--- src/hdl/pgck_pkg.sv ---
// Package of entry field positions, encodings and register map for the 64KB page checker.
package pgck_pkg;

   // ----------------------------------------------------------------------
   // Entry field positions
   // ----------------------------------------------------------------------
   localparam int EXEC_BLOCK_BIT   = 63;
   localparam int IGN_HI_MSB       = 62;
   localparam int IGN_HI_LSB       = 52;
   localparam int RSVD_MSB         = 51;
   localparam int FRAME_LSB        = 16;
   localparam int RSVD_LO_MSB      = 15;
   localparam int RSVD_LO_LSB      = 12;
   localparam int UNUSED_BIT       = 11;
   localparam int EXT_ACCESS_BIT   = 10;
   localparam int IGN_LO_BIT       = 9;
   localparam int GLOBAL_BIT       = 8;
   localparam int ATTR_INDEX_BIT   = 7;
   localparam int DIRTY_BIT        = 6;
   localparam int ACCESSED_BIT     = 5;
   localparam int CACHE_DIS_BIT    = 4;
   localparam int WRITE_THRU_BIT   = 3;
   localparam int USER_BIT         = 2;
   localparam int WRITE_BIT        = 1;
   localparam int PRESENT_BIT      = 0;

   // ----------------------------------------------------------------------
   // Address widths
   // ----------------------------------------------------------------------
   localparam int HAW_CLIENT       = 39;
   localparam int HAW_SERVER       = 46;
   localparam int ENTRY_W          = 64;
   localparam int OFFSET_W         = 16;

   // ----------------------------------------------------------------------
   // Fault cause encoding
   // ----------------------------------------------------------------------
   localparam logic [2:0] FLT_NONE    = 3'h0;
   localparam logic [2:0] FLT_PRESENT = 3'h1;
   localparam logic [2:0] FLT_USER    = 3'h2;
   localparam logic [2:0] FLT_WRITE   = 3'h3;
   localparam logic [2:0] FLT_EXEC    = 3'h4;

   // ----------------------------------------------------------------------
   // Register map and reset values
   // ----------------------------------------------------------------------
   localparam logic [11:0] OFS_CTRL   = 12'h000;
   localparam logic [11:0] OFS_STATUS = 12'h004;
   localparam logic [11:0] OFS_IMASK  = 12'h008;
   localparam logic [11:0] OFS_COUNT  = 12'h00C;
   localparam int          CTRL_W     = 5;
   localparam int          EVT_W      = 3;
   localparam logic [4:0]  CTRL_RST   = 5'h00;
   localparam logic [2:0]  IMASK_RST  = 3'h0;
   localparam int CTRL_EXEC_EN  = 0;
   localparam int CTRL_NEST_EN  = 1;
   localparam int CTRL_EAF_EN   = 2;
   localparam int CTRL_SWP_EN   = 3;
   localparam int CTRL_GPE      = 4;
   localparam int EVT_FAULT     = 0;
   localparam int EVT_DONE      = 1;
   localparam int EVT_UPDATE    = 2;

endpackage : pgck_pkg

--- src/hdl/pgck_decode.sv ---
// Combinational decode of a 64KB page entry against one request.
`timescale 1ns/1ps
module pgck_decode #(
   parameter int HOST_ADDR_WIDTH = pgck_pkg::HAW_CLIENT
) (
   input  wire logic [63:0]    entry,
   input  wire logic [15:0]    req_offset,
   input  wire logic           req_user,
   input  wire logic           req_write,
   input  wire logic           req_fetch,
   input  wire logic           exec_protect_enable,
   input  wire logic           supervisor_write_protect_enable,
   input  wire logic           ext_access_flag_enable,
   output logic [HOST_ADDR_WIDTH-1:0]      phys_addr,
   output logic [2:0]          mem_type,
   output logic [2:0]          fault_code,
   output logic [63:0]         entry_upd,
   output logic                upd_needed
);

   // ----------------------------------------------------------------------
   // Address and memory type
   // ----------------------------------------------------------------------
   // RULE3 frame and offset
   assign phys_addr = {entry[HOST_ADDR_WIDTH-1:pgck_pkg::FRAME_LSB], req_offset};
   // RULE9 memory type bits
   assign mem_type  = {entry[pgck_pkg::ATTR_INDEX_BIT], entry[pgck_pkg::CACHE_DIS_BIT],
                       entry[pgck_pkg::WRITE_THRU_BIT]};

   // ----------------------------------------------------------------------
   // Permission checks
   // ----------------------------------------------------------------------
   // RULE2 RULE6 RULE8 bits left unread
   // Bits 62:52, 11, 9 and 8 are never read here, so they cannot sway a result.
   always_comb begin
      fault_code = pgck_pkg::FLT_NONE;
      // RULE17 fault on absent entry
      if (!entry[pgck_pkg::PRESENT_BIT]) begin
         fault_code = pgck_pkg::FLT_PRESENT;
      // RULE12 user access denied
      end else if (req_user && !entry[pgck_pkg::USER_BIT]) begin
         fault_code = pgck_pkg::FLT_USER;
      // RULE13 write permission check
      // RULE14 supervisor path kept
      end else if (req_write && !entry[pgck_pkg::WRITE_BIT] &&
                   (req_user || supervisor_write_protect_enable)) begin
         fault_code = pgck_pkg::FLT_WRITE;
      // RULE1 execute blocked
      end else if (req_fetch && exec_protect_enable && entry[pgck_pkg::EXEC_BLOCK_BIT]) begin
         fault_code = pgck_pkg::FLT_EXEC;
      end
   end

   // ----------------------------------------------------------------------
   // Flag updates
   // ----------------------------------------------------------------------
   always_comb begin
      entry_upd = entry;
      // RULE11 accessed flag
      entry_upd[pgck_pkg::ACCESSED_BIT] = 1'b1;
      // RULE10 dirty on write
      if (req_write) begin
         entry_upd[pgck_pkg::DIRTY_BIT] = 1'b1;
      end
      // RULE7 extended access flag
      if (ext_access_flag_enable) begin
         entry_upd[pgck_pkg::EXT_ACCESS_BIT] = 1'b1;
      end
   end
   assign upd_needed = (fault_code == pgck_pkg::FLT_NONE) && (entry_upd != entry);

endmodule : pgck_decode

--- src/hdl/pgck_top.sv ---
// Top of the 64KB page entry checker with APB control registers.
// Operation
// RULE1 - With execute protection enabled, a fetch to a page whose bit 63 is set is refused.
// RULE2 - Bits 62 to 52 and bit 9 have no effect on any result.
// RULE3 - The page address is entry bits width-1 to 16 joined to the 16-bit request offset.
// RULE4 - The host address width is 39 for client builds and 46 for server builds.
// RULE5 - With nested translation enabled, the frame is flagged as a guest-physical address.
// RULE6 - Bit 11 is not used for anything.
// RULE7 - With the extended flag enable set, bit 10 is set on use, otherwise it is ignored.
// RULE8 - The global flag in bit 8 is ignored and keeps nothing cached.
// RULE9 - Memory type is taken from bits 7, 4 and 3 and forwarded with coherent requests.
// RULE10 - A successful write sets the dirty flag in bit 6.
// RULE11 - The first access sets the accessed flag in bit 5.
// RULE12 - With bit 2 clear, user-level requests are rejected.
// RULE13 - With bit 1 clear, user writes are denied, and supervisor writes when protect is on.
// RULE14 - Only user-mode contexts are supported; the code also serves supervisor requests (req_user low).
// RULE15 - Software sets bit 0 to make the entry a valid mapping.
// RULE16 - Software writes zero to reserved bits 51 to width and 15 to 12.
// RULE17 - A missing entry or failed check gives a fault and no access.
//
// Our own choices: the APB slave port and the register addresses.
`timescale 1ns/1ps
module pgck_top #(
   parameter int HOST_ADDR_WIDTH = pgck_pkg::HAW_CLIENT
) (
   input  wire logic        pclk,
   input  wire logic        presetn,
   input  wire logic        psel,
   input  wire logic        penable,
   input  wire logic        pwrite,
   input  wire logic [11:0] paddr,
   input  wire logic [31:0] pwdata,
   output logic [31:0]      prdata,
   output logic             pready,
   output logic             pslverr,
   input  wire logic        req_valid,
   input  wire logic [63:0] req_entry,
   input  wire logic [15:0] req_offset,
   input  wire logic        req_user,
   input  wire logic        req_write,
   input  wire logic        req_fetch,
   input  wire logic        req_coherent,
   output logic             rsp_valid,
   output logic             rsp_fault,
   output logic [2:0]       rsp_fault_code,
   output logic [HOST_ADDR_WIDTH-1:0]   rsp_addr,
   output logic             rsp_guest_phys,
   output logic [2:0]       rsp_mem_type,
   output logic             upd_valid,
   output logic [63:0]      upd_entry,
   output logic             irq
);

   // ----------------------------------------------------------------------
   // Configuration check
   // ----------------------------------------------------------------------
   // RULE4 width limited to builds
   if (HOST_ADDR_WIDTH != pgck_pkg::HAW_CLIENT && HOST_ADDR_WIDTH != pgck_pkg::HAW_SERVER) begin : g_bad_haw
      $error("host address width must be 39 or 46");
   end

   logic [4:0]  ctrl_reg;
   logic [2:0]  status_reg;
   logic [2:0]  imask_reg;
   logic [15:0] count_reg;
   logic [HOST_ADDR_WIDTH-1:0] dec_addr;
   logic [2:0]  dec_type;
   logic [2:0]  dec_fault;
   logic [63:0] dec_upd;
   logic        dec_upd_needed;
   logic [2:0]  evt;
   logic        wr_acc;
   logic        rd_acc;
   logic        addr_ok;

   // ----------------------------------------------------------------------
   // Entry decode
   // ----------------------------------------------------------------------
   pgck_decode #(
      .HOST_ADDR_WIDTH (HOST_ADDR_WIDTH)
   ) u_decode (
      .entry                           (req_entry),
      .req_offset                      (req_offset),
      .req_user                        (req_user),
      .req_write                       (req_write),
      .req_fetch                       (req_fetch),
      .exec_protect_enable             (ctrl_reg[pgck_pkg::CTRL_EXEC_EN]),
      .supervisor_write_protect_enable (ctrl_reg[pgck_pkg::CTRL_SWP_EN]),
      .ext_access_flag_enable          (ctrl_reg[pgck_pkg::CTRL_EAF_EN]),
      .phys_addr                       (dec_addr),
      .mem_type                        (dec_type),
      .fault_code                      (dec_fault),
      .entry_upd                       (dec_upd),
      .upd_needed                      (dec_upd_needed)
   );

   // ----------------------------------------------------------------------
   // APB slave
   // ----------------------------------------------------------------------
   assign addr_ok = (paddr == pgck_pkg::OFS_CTRL) || (paddr == pgck_pkg::OFS_STATUS) ||
                    (paddr == pgck_pkg::OFS_IMASK) || (paddr == pgck_pkg::OFS_COUNT);
   // Writes land at the edge that ends the access phase, where the master sees pready.
   assign wr_acc  = psel && penable && pready && pwrite;
   assign rd_acc  = psel && !penable && !pwrite;

   // Every access ends in its first access cycle with no wait cycle; prdata is registered in the setup cycle.
   always_ff @(posedge pclk or negedge presetn) begin
      if (!presetn) begin
         pready  <= 1'b0;
         pslverr <= 1'b0;
         prdata  <= 32'h0000_0000;
      end else begin
         pready  <= psel && !penable;
         pslverr <= psel && !penable && !addr_ok;
         prdata  <= 32'h0000_0000;
         if (rd_acc) begin
            unique case (paddr)
               pgck_pkg::OFS_CTRL:   prdata <= {27'h0, ctrl_reg};
               pgck_pkg::OFS_STATUS: prdata <= {29'h0, status_reg};
               pgck_pkg::OFS_IMASK:  prdata <= {29'h0, imask_reg};
               pgck_pkg::OFS_COUNT:  prdata <= {16'h0, count_reg};
               default:              prdata <= 32'h0000_0000;
            endcase
         end
      end
   end

   always_ff @(posedge pclk or negedge presetn) begin
      if (!presetn) begin
         ctrl_reg  <= pgck_pkg::CTRL_RST;
         imask_reg <= pgck_pkg::IMASK_RST;
      end else if (wr_acc) begin
         if (paddr == pgck_pkg::OFS_CTRL) begin
            ctrl_reg <= pwdata[pgck_pkg::CTRL_W-1:0];
         end
         if (paddr == pgck_pkg::OFS_IMASK) begin
            imask_reg <= pwdata[pgck_pkg::EVT_W-1:0];
         end
      end
   end

   // ----------------------------------------------------------------------
   // Request pipeline
   // ----------------------------------------------------------------------
   // The answer is registered one cycle after req_valid; no request is held back.
   always_ff @(posedge pclk or negedge presetn) begin
      if (!presetn) begin
         rsp_valid      <= 1'b0;
         rsp_fault      <= 1'b0;
         rsp_fault_code <= pgck_pkg::FLT_NONE;
         rsp_addr       <= '0;
         rsp_guest_phys <= 1'b0;
         rsp_mem_type   <= 3'h0;
         upd_valid      <= 1'b0;
         upd_entry      <= 64'h0000_0000_0000_0000;
      end else begin
         rsp_valid <= req_valid;
         // RULE17 fault blocks access
         rsp_fault      <= req_valid && (dec_fault != pgck_pkg::FLT_NONE);
         rsp_fault_code <= req_valid ? dec_fault : pgck_pkg::FLT_NONE;
         rsp_addr       <= (req_valid && dec_fault == pgck_pkg::FLT_NONE) ? dec_addr : '0;
         // RULE5 nested guest address
         rsp_guest_phys <= req_valid && ctrl_reg[pgck_pkg::CTRL_NEST_EN];
         // RULE9 forward coherent type
         rsp_mem_type   <= (req_valid && req_coherent) ? dec_type : 3'h0;
         // RULE10 write back flags
         upd_valid      <= req_valid && dec_upd_needed;
         upd_entry      <= req_valid ? dec_upd : upd_entry;
      end
   end

   // ----------------------------------------------------------------------
   // Events and interrupt
   // ----------------------------------------------------------------------
   // RULE8 global flag unused
   // The global page enable bit is stored only; nothing is cached, so it steers nothing.
   assign evt[pgck_pkg::EVT_FAULT]  = req_valid && (dec_fault != pgck_pkg::FLT_NONE);
   assign evt[pgck_pkg::EVT_DONE]   = req_valid && (dec_fault == pgck_pkg::FLT_NONE);
   assign evt[pgck_pkg::EVT_UPDATE] = req_valid && dec_upd_needed;

   // A new event wins over a write-one-to-clear in the same cycle.
   always_ff @(posedge pclk or negedge presetn) begin
      if (!presetn) begin
         status_reg <= 3'h0;
      end else if (wr_acc && paddr == pgck_pkg::OFS_STATUS) begin
         status_reg <= (status_reg & ~pwdata[pgck_pkg::EVT_W-1:0]) | evt;
      end else begin
         status_reg <= status_reg | evt;
      end
   end

   always_ff @(posedge pclk or negedge presetn) begin
      if (!presetn) begin
         count_reg <= 16'h0000;
         irq       <= 1'b0;
      end else begin
         if (evt[pgck_pkg::EVT_FAULT]) begin
            count_reg <= count_reg + 16'h0001;
         end
         irq <= |(status_reg & imask_reg);
      end
   end
endmodule : pgck_top

--- config.mk ---
export PLATFORM = sky130hd
export DESIGN_NAME = pgck_top
export DESIGN_NICKNAME = d
export VERILOG_FILES = /design/src/hdl/pgck_pkg.sv /design/src/hdl/pgck_decode.sv /design/src/hdl/pgck_top.sv
export SDC_FILE = /design/constraint.sdc
export NUM_CORES = 1
export LEC_CHECK = 0
export BUFFER_PORTS_ARGS = -buffer_cell sky130_fd_sc_hd__buf_2
export CORE_UTILIZATION = 42
export DETAILED_ROUTE_END_ITERATION = 10
export PLACE_DENSITY_LB_ADDON = 0.3
export SLEW_MARGIN = 20
export SYNTH_ARGS = -nofsm -noshare
export SYNTH_HDL_FRONTEND = slang
export SYNTH_SLANG_ARGS = --single-unit
--- constraint.sdc ---
create_clock -name pclk -period 1.9 [get_ports pclk]
set_clock_uncertainty 0.15 [all_clocks]
set_input_delay 0.19 -clock pclk [delete_from_list [all_inputs] [get_ports pclk]]
set_output_delay 0.19 -clock pclk [all_outputs]
set_load 0.01 [all_outputs]
# Word-level counts from Yosys, hierarchy flattened
# Cells that the tools add are included.
# Widths: inputs -> output; s select.
dict set report totals {
  register_bits 175
  latchBits 0
  ramBits 0
  romBits 0
  input_bits 134
  out_inout_bits 148
  wordCells 71
  memories 0
}
dict set report op_classes {
  add_sub_neg 1
  multipliers 0
  div 0
  n_lt_le_gt_ge 0
  n_eq_ne 4
  shifts 0
  muxes 12
  bitwise_logic 5
  n_reduce_logical 33
}
# operator count
set op_table {}
lappend op_table {{$pmux 16 s4} 1}
lappend op_table {{$mux 39} 1}
lappend op_table {{$mux 32} 1}
lappend op_table {{$eq 12x4->1 const B} 2}
lappend op_table {{$mux 3} 7}
lappend op_table {{$logic_and 1x1->1} 18}
lappend op_table {{$add 16x1->16 const B} 1}
lappend op_table {{$eq 12x3->1 const B} 1}
lappend op_table {{$logic_not 12->1} 1}
lappend op_table {{$and 3x3->3} 2}
lappend op_table {{$or 3x3->3} 2}
lappend op_table {{$logic_not 1->1} 5}
lappend op_table {{$logic_or 1x1->1} 4}
lappend op_table {{$reduce_and 2->1} 2}
lappend op_table {{$logic_not 3->1} 1}
lappend op_table {{$ne 3x3->1} 1}
lappend op_table {{$not 3->3} 1}
lappend op_table {{$reduce_bool 3->1} 1}
lappend op_table {{$reduce_or 3->1} 1}
lappend op_table {{$mux 1} 2}

# Logic depth before layout (Yosys ltp)
dict set report depth {
  ltp_word 11
  ltp_mapped 6
  depth_no_buf 5
}

# Cells and area by module
# From an unflattened synthesis, not the netlist that was laid out.
dict set report hier_totals {
  cells_unflattened 528
  hier_area_um2 6846.6
}
# module n_inst cells_per_inst area_each_um2
set modules_own_cells {}
lappend modules_own_cells {pgck_top 1 408 5949.5}
lappend modules_own_cells {pgck_decode 1 120 897.1}

# Worst setup path before layout
# Ideal clock, no wire load.
dict set report synth_path {
  path_kind {input to register}
  startpoint {input paddr[1]}
  endpoint {register imask_reg[0]}
  setup_time_ns 0.125
  arrival_time_ns 1.662
  required_ns 1.625
  slack_ns -0.037
  stages 4
  n_path_buf 0
  cell_sequence {or4_4 > nor4_4 > and3b_1 > mux2_2}
}
dict set report synth_via {
  elab_chain_len 2
}
# element line_no
set synth_rtl {}
lappend synth_rtl {{start: declaration} pgck_top.sv:31} ;# input wire logic [11:0] paddr,
lappend synth_rtl {{$eq 12x4->1} pgck_top.sv:136} ;# if (paddr == pgck_pkg::OFS_IMASK) begin
lappend synth_rtl {{$reduce_and 2->1 (no source line)} n/a}
lappend synth_rtl {{end signal: assignment} pgck_top.sv:131} ;# imask_reg <= pgck_pkg::IMASK_RST;
lappend synth_rtl {{end signal: assignment} pgck_top.sv:137} ;# imask_reg <= pwdata[pgck_pkg::EVT_W-1:0];
lappend synth_rtl {{end: declaration} pgck_top.sv:64} ;# logic [2:0] imask_reg;
# No other way between the ends.
# A chain may end at the register's enable or synchronous reset.

# Final worst setup path
dict set report layout_path {
  startpoint {input req_entry[1]}
  endpoint {register count_reg[3]}
}
dict set report layout_via {
  elab_chain_len 8
}
# element line_no
set layout_rtl {}
lappend layout_rtl {{start: declaration} pgck_top.sv:37} ;# input wire logic [63:0] req_entry,
lappend layout_rtl {{$logic_not 1->1} pgck_decode.sv:45} ;# end else if (req_write && !entry[pgck_pkg::WRITE_BIT] &&
lappend layout_rtl {{$logic_and 1x1->1 (2 in a row)} pgck_decode.sv:45}
lappend layout_rtl {{$mux 3} pgck_decode.sv:45}
lappend layout_rtl {{$mux 3} pgck_decode.sv:41} ;# end else if (req_user && !entry[pgck_pkg::USER_BIT]) begin
lappend layout_rtl {{$mux 3} pgck_decode.sv:38} ;# if (!entry[pgck_pkg::PRESENT_BIT]) begin
lappend layout_rtl {{$reduce_bool 3->1} pgck_top.sv:177} ;# assign evt[pgck_pkg::EVT_FAULT] = req_valid && (dec_fault != pgck_pkg::FLT_NONE);
lappend layout_rtl {{$logic_and 1x1->1} pgck_top.sv:177}
lappend layout_rtl {{end signal: assignment} pgck_top.sv:198} ;# count_reg <= count_reg + 16'h0001;
lappend layout_rtl {{end: declaration} pgck_top.sv:65} ;# logic [15:0] count_reg;
# No other way between the ends.

==> impl_metrics.toml <==
[floorplanning]
io_pins = 282
row_count = 43
die_height_um = 122
die_area_um2 = 14800
design.core.area_um2 = 13900
die-width_um = 122
floorplan.initialDensity_pct = 43.3

[routing]
totalWireLength_mm = 15.3
route.detailed.vias_per_inst = 4.72
routedWlPerCell_um = 15.1
detailedRoute.firstPassIterationCount = 4
drc = 0
ant_nets = 0
drtIter0Drc = 195
vias_after_detailed_routing = 4792

[setup_path]
critPathLaunchType = "input pin"
critPathBufInv = 2
critical_path.max_stage_delay_ns = 0.54
worst_setup_path_end_kind = "register"
crit_arrival_ns = 1.93
crit_path_cell_trace = "dlygate4sd3_1 > buf_2 > nand2b_1 > o2111ai_4 > or3b_2 > xnor2_1"
timing.rr.start = "pready$_DFF_PN0_"
worst_r2r_endpoint = "imask_reg[0]$_DFFE_PN0P_"
timing.critical_path.fanout_max = 5
reg2reg_depth = 4
critPathTopFamily = "simple AND/OR/NAND/NOR gates"
critPathLaunch = "req_entry[1]"
endpoint = "count_reg[3]$_DFFE_PN0P_"
worstSetupPathType = "in -> reg"
cp_slowest_cell = "sky130_fd_sc_hd__dlygate4sd3_1"
cp.depth = 6
timing.critical_path.required_ns = 2.04
worst_case_register_to_register_setup_slack_ns = 0.25

[clocking]
cts_buffer_count = 17
cts_sinks = 159
clkSlewWorstSetupHoldPaths_ns = 0.06
ctsRootBufferMaster = "sky130_fd_sc_hd__clkbuf_16"
cts_resized = 0
cts-htree-levels = 4
clk_path_buf_depth = 2
cts_tree = "built"
post_cts_buffers = 0
clkLatencyLatePin_ns = 0.41

[outcome]
status = "finished clean"

[power]
p_per_area_nw_per_um2 = 896
share_clk_of_total_power_pct = 40.0
p_seq_share_pct = 46.8
swShare_pct = 24.3
irDropWorstVdd_mv = 0.490
combinationalPowerShare_pct = 13.2
power_switching_uw = 1960
internal_power_uw = 6100
static-leakage-power_uw = 0.00465
fin_total_pwr_uw = 8060

[timing]
fin_worst_hold_slack_ns = 0.0228
worst_slew_pin_slew_ns = 0.572
finalWorstPathRequiredPeriod_ns = 1.78
finalHoldViolations = 0
setup_slack_ns = 0.118
layout_worst_path_cycle_share_pct = 93.8
totalNegativeSetupSlack_ns = 0
fmax_ghz = 0.561
rsz0062_at_grt = "false"
relative_slew_slack_pct = 61.9
drv_slew = 0
setup_viol = 0

[finish]
fillers = 1056
flip_flop_count_of_the_largest_register_all_copies_and_words_added = 64
ff_latch_area_um2 = 3980
syn_to_final_growth_pct = 49.2
drive_gt1_share_pct = 41.2
regMostFlops = "upd_entry"
insertedDiodeCount = 0
finish.net_count = 957
multiInputGateArea_um2 = 1810
layout.cells.non_filler = 1015
largestRegisters = "upd_entry (64), rsp_addr (39)"

[synth]
yosysSeqAreaShare_pct = 66.0
syn-instance-count = 479
area_share_of_and_or_nand_nor_cells_after_synthesis_pct = 12.9
synthMuxAreaShare_pct = 9.86
yosys_warnings = 0
xor_xnor_share_of_the_synthesized_area_pct = 2.18
synth.avg_cell_area_um2 = 12.6
synth_fa_ha_area_share_pct = 0.208
synth_compound_area_share_pct = 3.49
synthesis.area_um2 = 6030
synth_cell_types = 39
postSynthRegisterBits = 159
main_combinational_cell_family_by_area_after_synthesis = "simple AND/OR/NAND/NOR gates"

[placed_design]
post-place-cells = 889
gpl.final_weighted_congestion = 0.790
port_buffers = 238
hpwl_dp_mm = 10.1
post-place-ws_ns = -0.138

[global_routing]
grt_pass1_wl_mm = 24.0
antenna_found_initial = 0
first_global_vias = 4934
grt.overflow.total = 0
groute.usage.overall_pct = 21.3
grt_start_max_net_pins = 84

[min_path]
timing.hold.worst.class = "in -> reg"

[flow_run]
max-cap-violations = 0
-- cell usage after synthesis --
| cell type | number | area share (%) |
|---|---|---|
| sky130_fd_sc_hd__inv_1 | 28 | 1.7 |
| sky130_fd_sc_hd__nand4_1 | 10 | 1.0 |
| sky130_fd_sc_hd__buf_2 | 1 | 0.083 |
| sky130_fd_sc_hd__nand3_1 | 13 | 1.1 |
| sky130_fd_sc_hd__nor2b_1 | 5 | 0.52 |
| sky130_fd_sc_hd__xnor2_1 | 14 | 2.0 |
| sky130_fd_sc_hd__and3b_1 | 1 | 0.15 |
| sky130_fd_sc_hd__or4_1 | 1 | 0.12 |
| sky130_fd_sc_hd__o21ai_0 | 25 | 2.1 |
| sky130_fd_sc_hd__mux2_2 | 47 | 8.8 |
| sky130_fd_sc_hd__and3_1 | 6 | 0.62 |
| sky130_fd_sc_hd__or2_2 | 2 | 0.21 |
| sky130_fd_sc_hd__nor3_1 | 4 | 0.33 |
| sky130_fd_sc_hd__dfrtp_1 | 159 | 66 |
| sky130_fd_sc_hd__buf_1 | 2 | 0.12 |
| sky130_fd_sc_hd__a21o_1 | 2 | 0.25 |
| sky130_fd_sc_hd__nor2_4 | 1 | 0.19 |
| sky130_fd_sc_hd__nand2b_1 | 2 | 0.21 |
| sky130_fd_sc_hd__a22o_1 | 1 | 0.15 |
| sky130_fd_sc_hd__a31oi_1 | 1 | 0.10 |
| sky130_fd_sc_hd__nand2_1 | 32 | 2.0 |
| sky130_fd_sc_hd__buf_4 | 16 | 2.0 |
| sky130_fd_sc_hd__nor4_4 | 1 | 0.35 |
| sky130_fd_sc_hd__o21a_1 | 1 | 0.12 |
| sky130_fd_sc_hd__mux4_2 | 2 | 0.75 |
| sky130_fd_sc_hd__a222oi_1 | 1 | 0.17 |
| sky130_fd_sc_hd__buf_6 | 1 | 0.19 |
| sky130_fd_sc_hd__o2111ai_1 | 1 | 0.15 |
| sky130_fd_sc_hd__conb_1 | 1 | 0.062 |
| sky130_fd_sc_hd__ha_1 | 1 | 0.21 |
| sky130_fd_sc_hd__clkbuf_1 | 18 | 1.1 |
| sky130_fd_sc_hd__mux2i_1 | 2 | 0.33 |
| sky130_fd_sc_hd__or4_4 | 2 | 0.37 |
| sky130_fd_sc_hd__o221ai_1 | 1 | 0.15 |
| sky130_fd_sc_hd__a21oi_1 | 4 | 0.33 |
| sky130_fd_sc_hd__or3b_2 | 2 | 0.29 |
| sky130_fd_sc_hd__and2_1 | 31 | 3.2 |
| sky130_fd_sc_hd__xor2_1 | 1 | 0.15 |
| sky130_fd_sc_hd__nor2_1 | 36 | 2.2 |
-- power by group through the flow --
stage	Combinational [uW]	Clock, uW	Sequential (uW)
floorplan	383	0	3890
global placement	887	0	3820
detailed placement	916	0	3830
CTS	1070	3280	3770
global route	1170	3440	3800
finish	1060	3230	3770
-- what timing repair did --
item	CTS	global route
endpoints found under the hold margin	178	0
hold buffers	94	0
setup endpoints to repair	0	0
-- layer usage --
| layer | vias to the layer above | global-route usage, % | wire length [um] |
|---|---|---|---|
| li1 | 2231 | - | - |
| met1 | 2337 | 24.9 | 6180 |
| met2 | 192 | 36.8 | 7850 |
| met3 | 32 | 5.06 | 916 |
| met4 | 0 | 9.65 | 372 |
| met5 | - | 0 | 0 |
-- kinds of logic after synthesis --
kind of cell / count (synthesis)
adders and majority gates: 1
buffers and inverters: 66
DFF: 159
AOI/OAI and AO/OA: 37
xor gates and xnor gates: 15
other: 1
muxes: 51
and+or+nand+nor: 149
-- per-stage QoR --
step / area, um2 / util [%]
finish: 8990 / 64.5
global route: 8990 / 64.5
CTS: 8990 / 64.5
detailed placement: 7480 / 53.7
global placement: 7480 / 53.7
floorplan: 6090 / -
-- placed cells by master (no fill, tap or decap), types with 2 or more instances in the layout --
master / netlist / routed
sky130_fd_sc_hd__nor2b_1: 5 / 5
sky130_fd_sc_hd__inv_1: 28 / 28
sky130_fd_sc_hd__nor3_1: 4 / 4
sky130_fd_sc_hd__or3b_2: 2 / 2
sky130_fd_sc_hd__nand4_1: 10 / 10
sky130_fd_sc_hd__mux2i_1: 2 / 2
sky130_fd_sc_hd__a21oi_1: 4 / 4
sky130_fd_sc_hd__nand2_1: 32 / 32
sky130_fd_sc_hd__nor2_1: 36 / 36
sky130_fd_sc_hd__buf_2: 1 / 236
sky130_fd_sc_hd__buf_4: 16 / 12
sky130_fd_sc_hd__clkbuf_8: 0 / 4
sky130_fd_sc_hd__conb_1: 1 / 16
sky130_fd_sc_hd__clkbuf_16: 0 / 17
sky130_fd_sc_hd__or2_2: 2 / 2
sky130_fd_sc_hd__a21o_1: 2 / 2
sky130_fd_sc_hd__or4_4: 2 / 3
sky130_fd_sc_hd__mux2_2: 47 / 47
sky130_fd_sc_hd__o21ai_0: 25 / 25
sky130_fd_sc_hd__dfrtp_1: 159 / 159
sky130_fd_sc_hd__mux4_2: 2 / 2
sky130_fd_sc_hd__and2_1: 31 / 31
sky130_fd_sc_hd__dlygate4sd3_1: 0 / 94
sky130_fd_sc_hd__and3_1: 6 / 6
sky130_fd_sc_hd__xnor2_1: 14 / 14
sky130_fd_sc_hd__clkinv_2: 0 / 6
sky130_fd_sc_hd__buf_12: 0 / 4
sky130_fd_sc_hd__nand2b_1: 2 / 2
sky130_fd_sc_hd__nand3_1: 13 / 13
-- worst min path at each step --
stage	cells past startpoint	to	start
global placement	1	upd_entry[41]$_DFFE_PN0P_	presetn
finish	3	pslverr$_DFF_PN0_	psel
floorplan	0	count_reg[0]$_DFFE_PN0P_	presetn
CTS	3	pslverr$_DFF_PN0_	psel
global route	3	pslverr$_DFF_PN0_	psel
detailed placement	1	upd_entry[26]$_DFFE_PN0P_	presetn
-- worst register-to-register path, delay by kind of cell, from the launching register on --
kind | cells | cell delay (ns)
muxes | 1 | 0.33
and+or+nand+nor | 3 | 0.70
DFF | 1 | 0.36
-- cell type report --
cell class / instances / area share, %
Clock inverter: 10 / 0.946
Multi-Input combinational cell: 269 / 20.1
Sequential cell: 159 / 44.2
Clock buffer: 22 / 5.38
Inverter: 28 / 1.17
Timing Repair Buffer: 347 / 25.6
Tap cell: 180 / 2.50
Note: power is estimated with default switching activity, not from simulation.
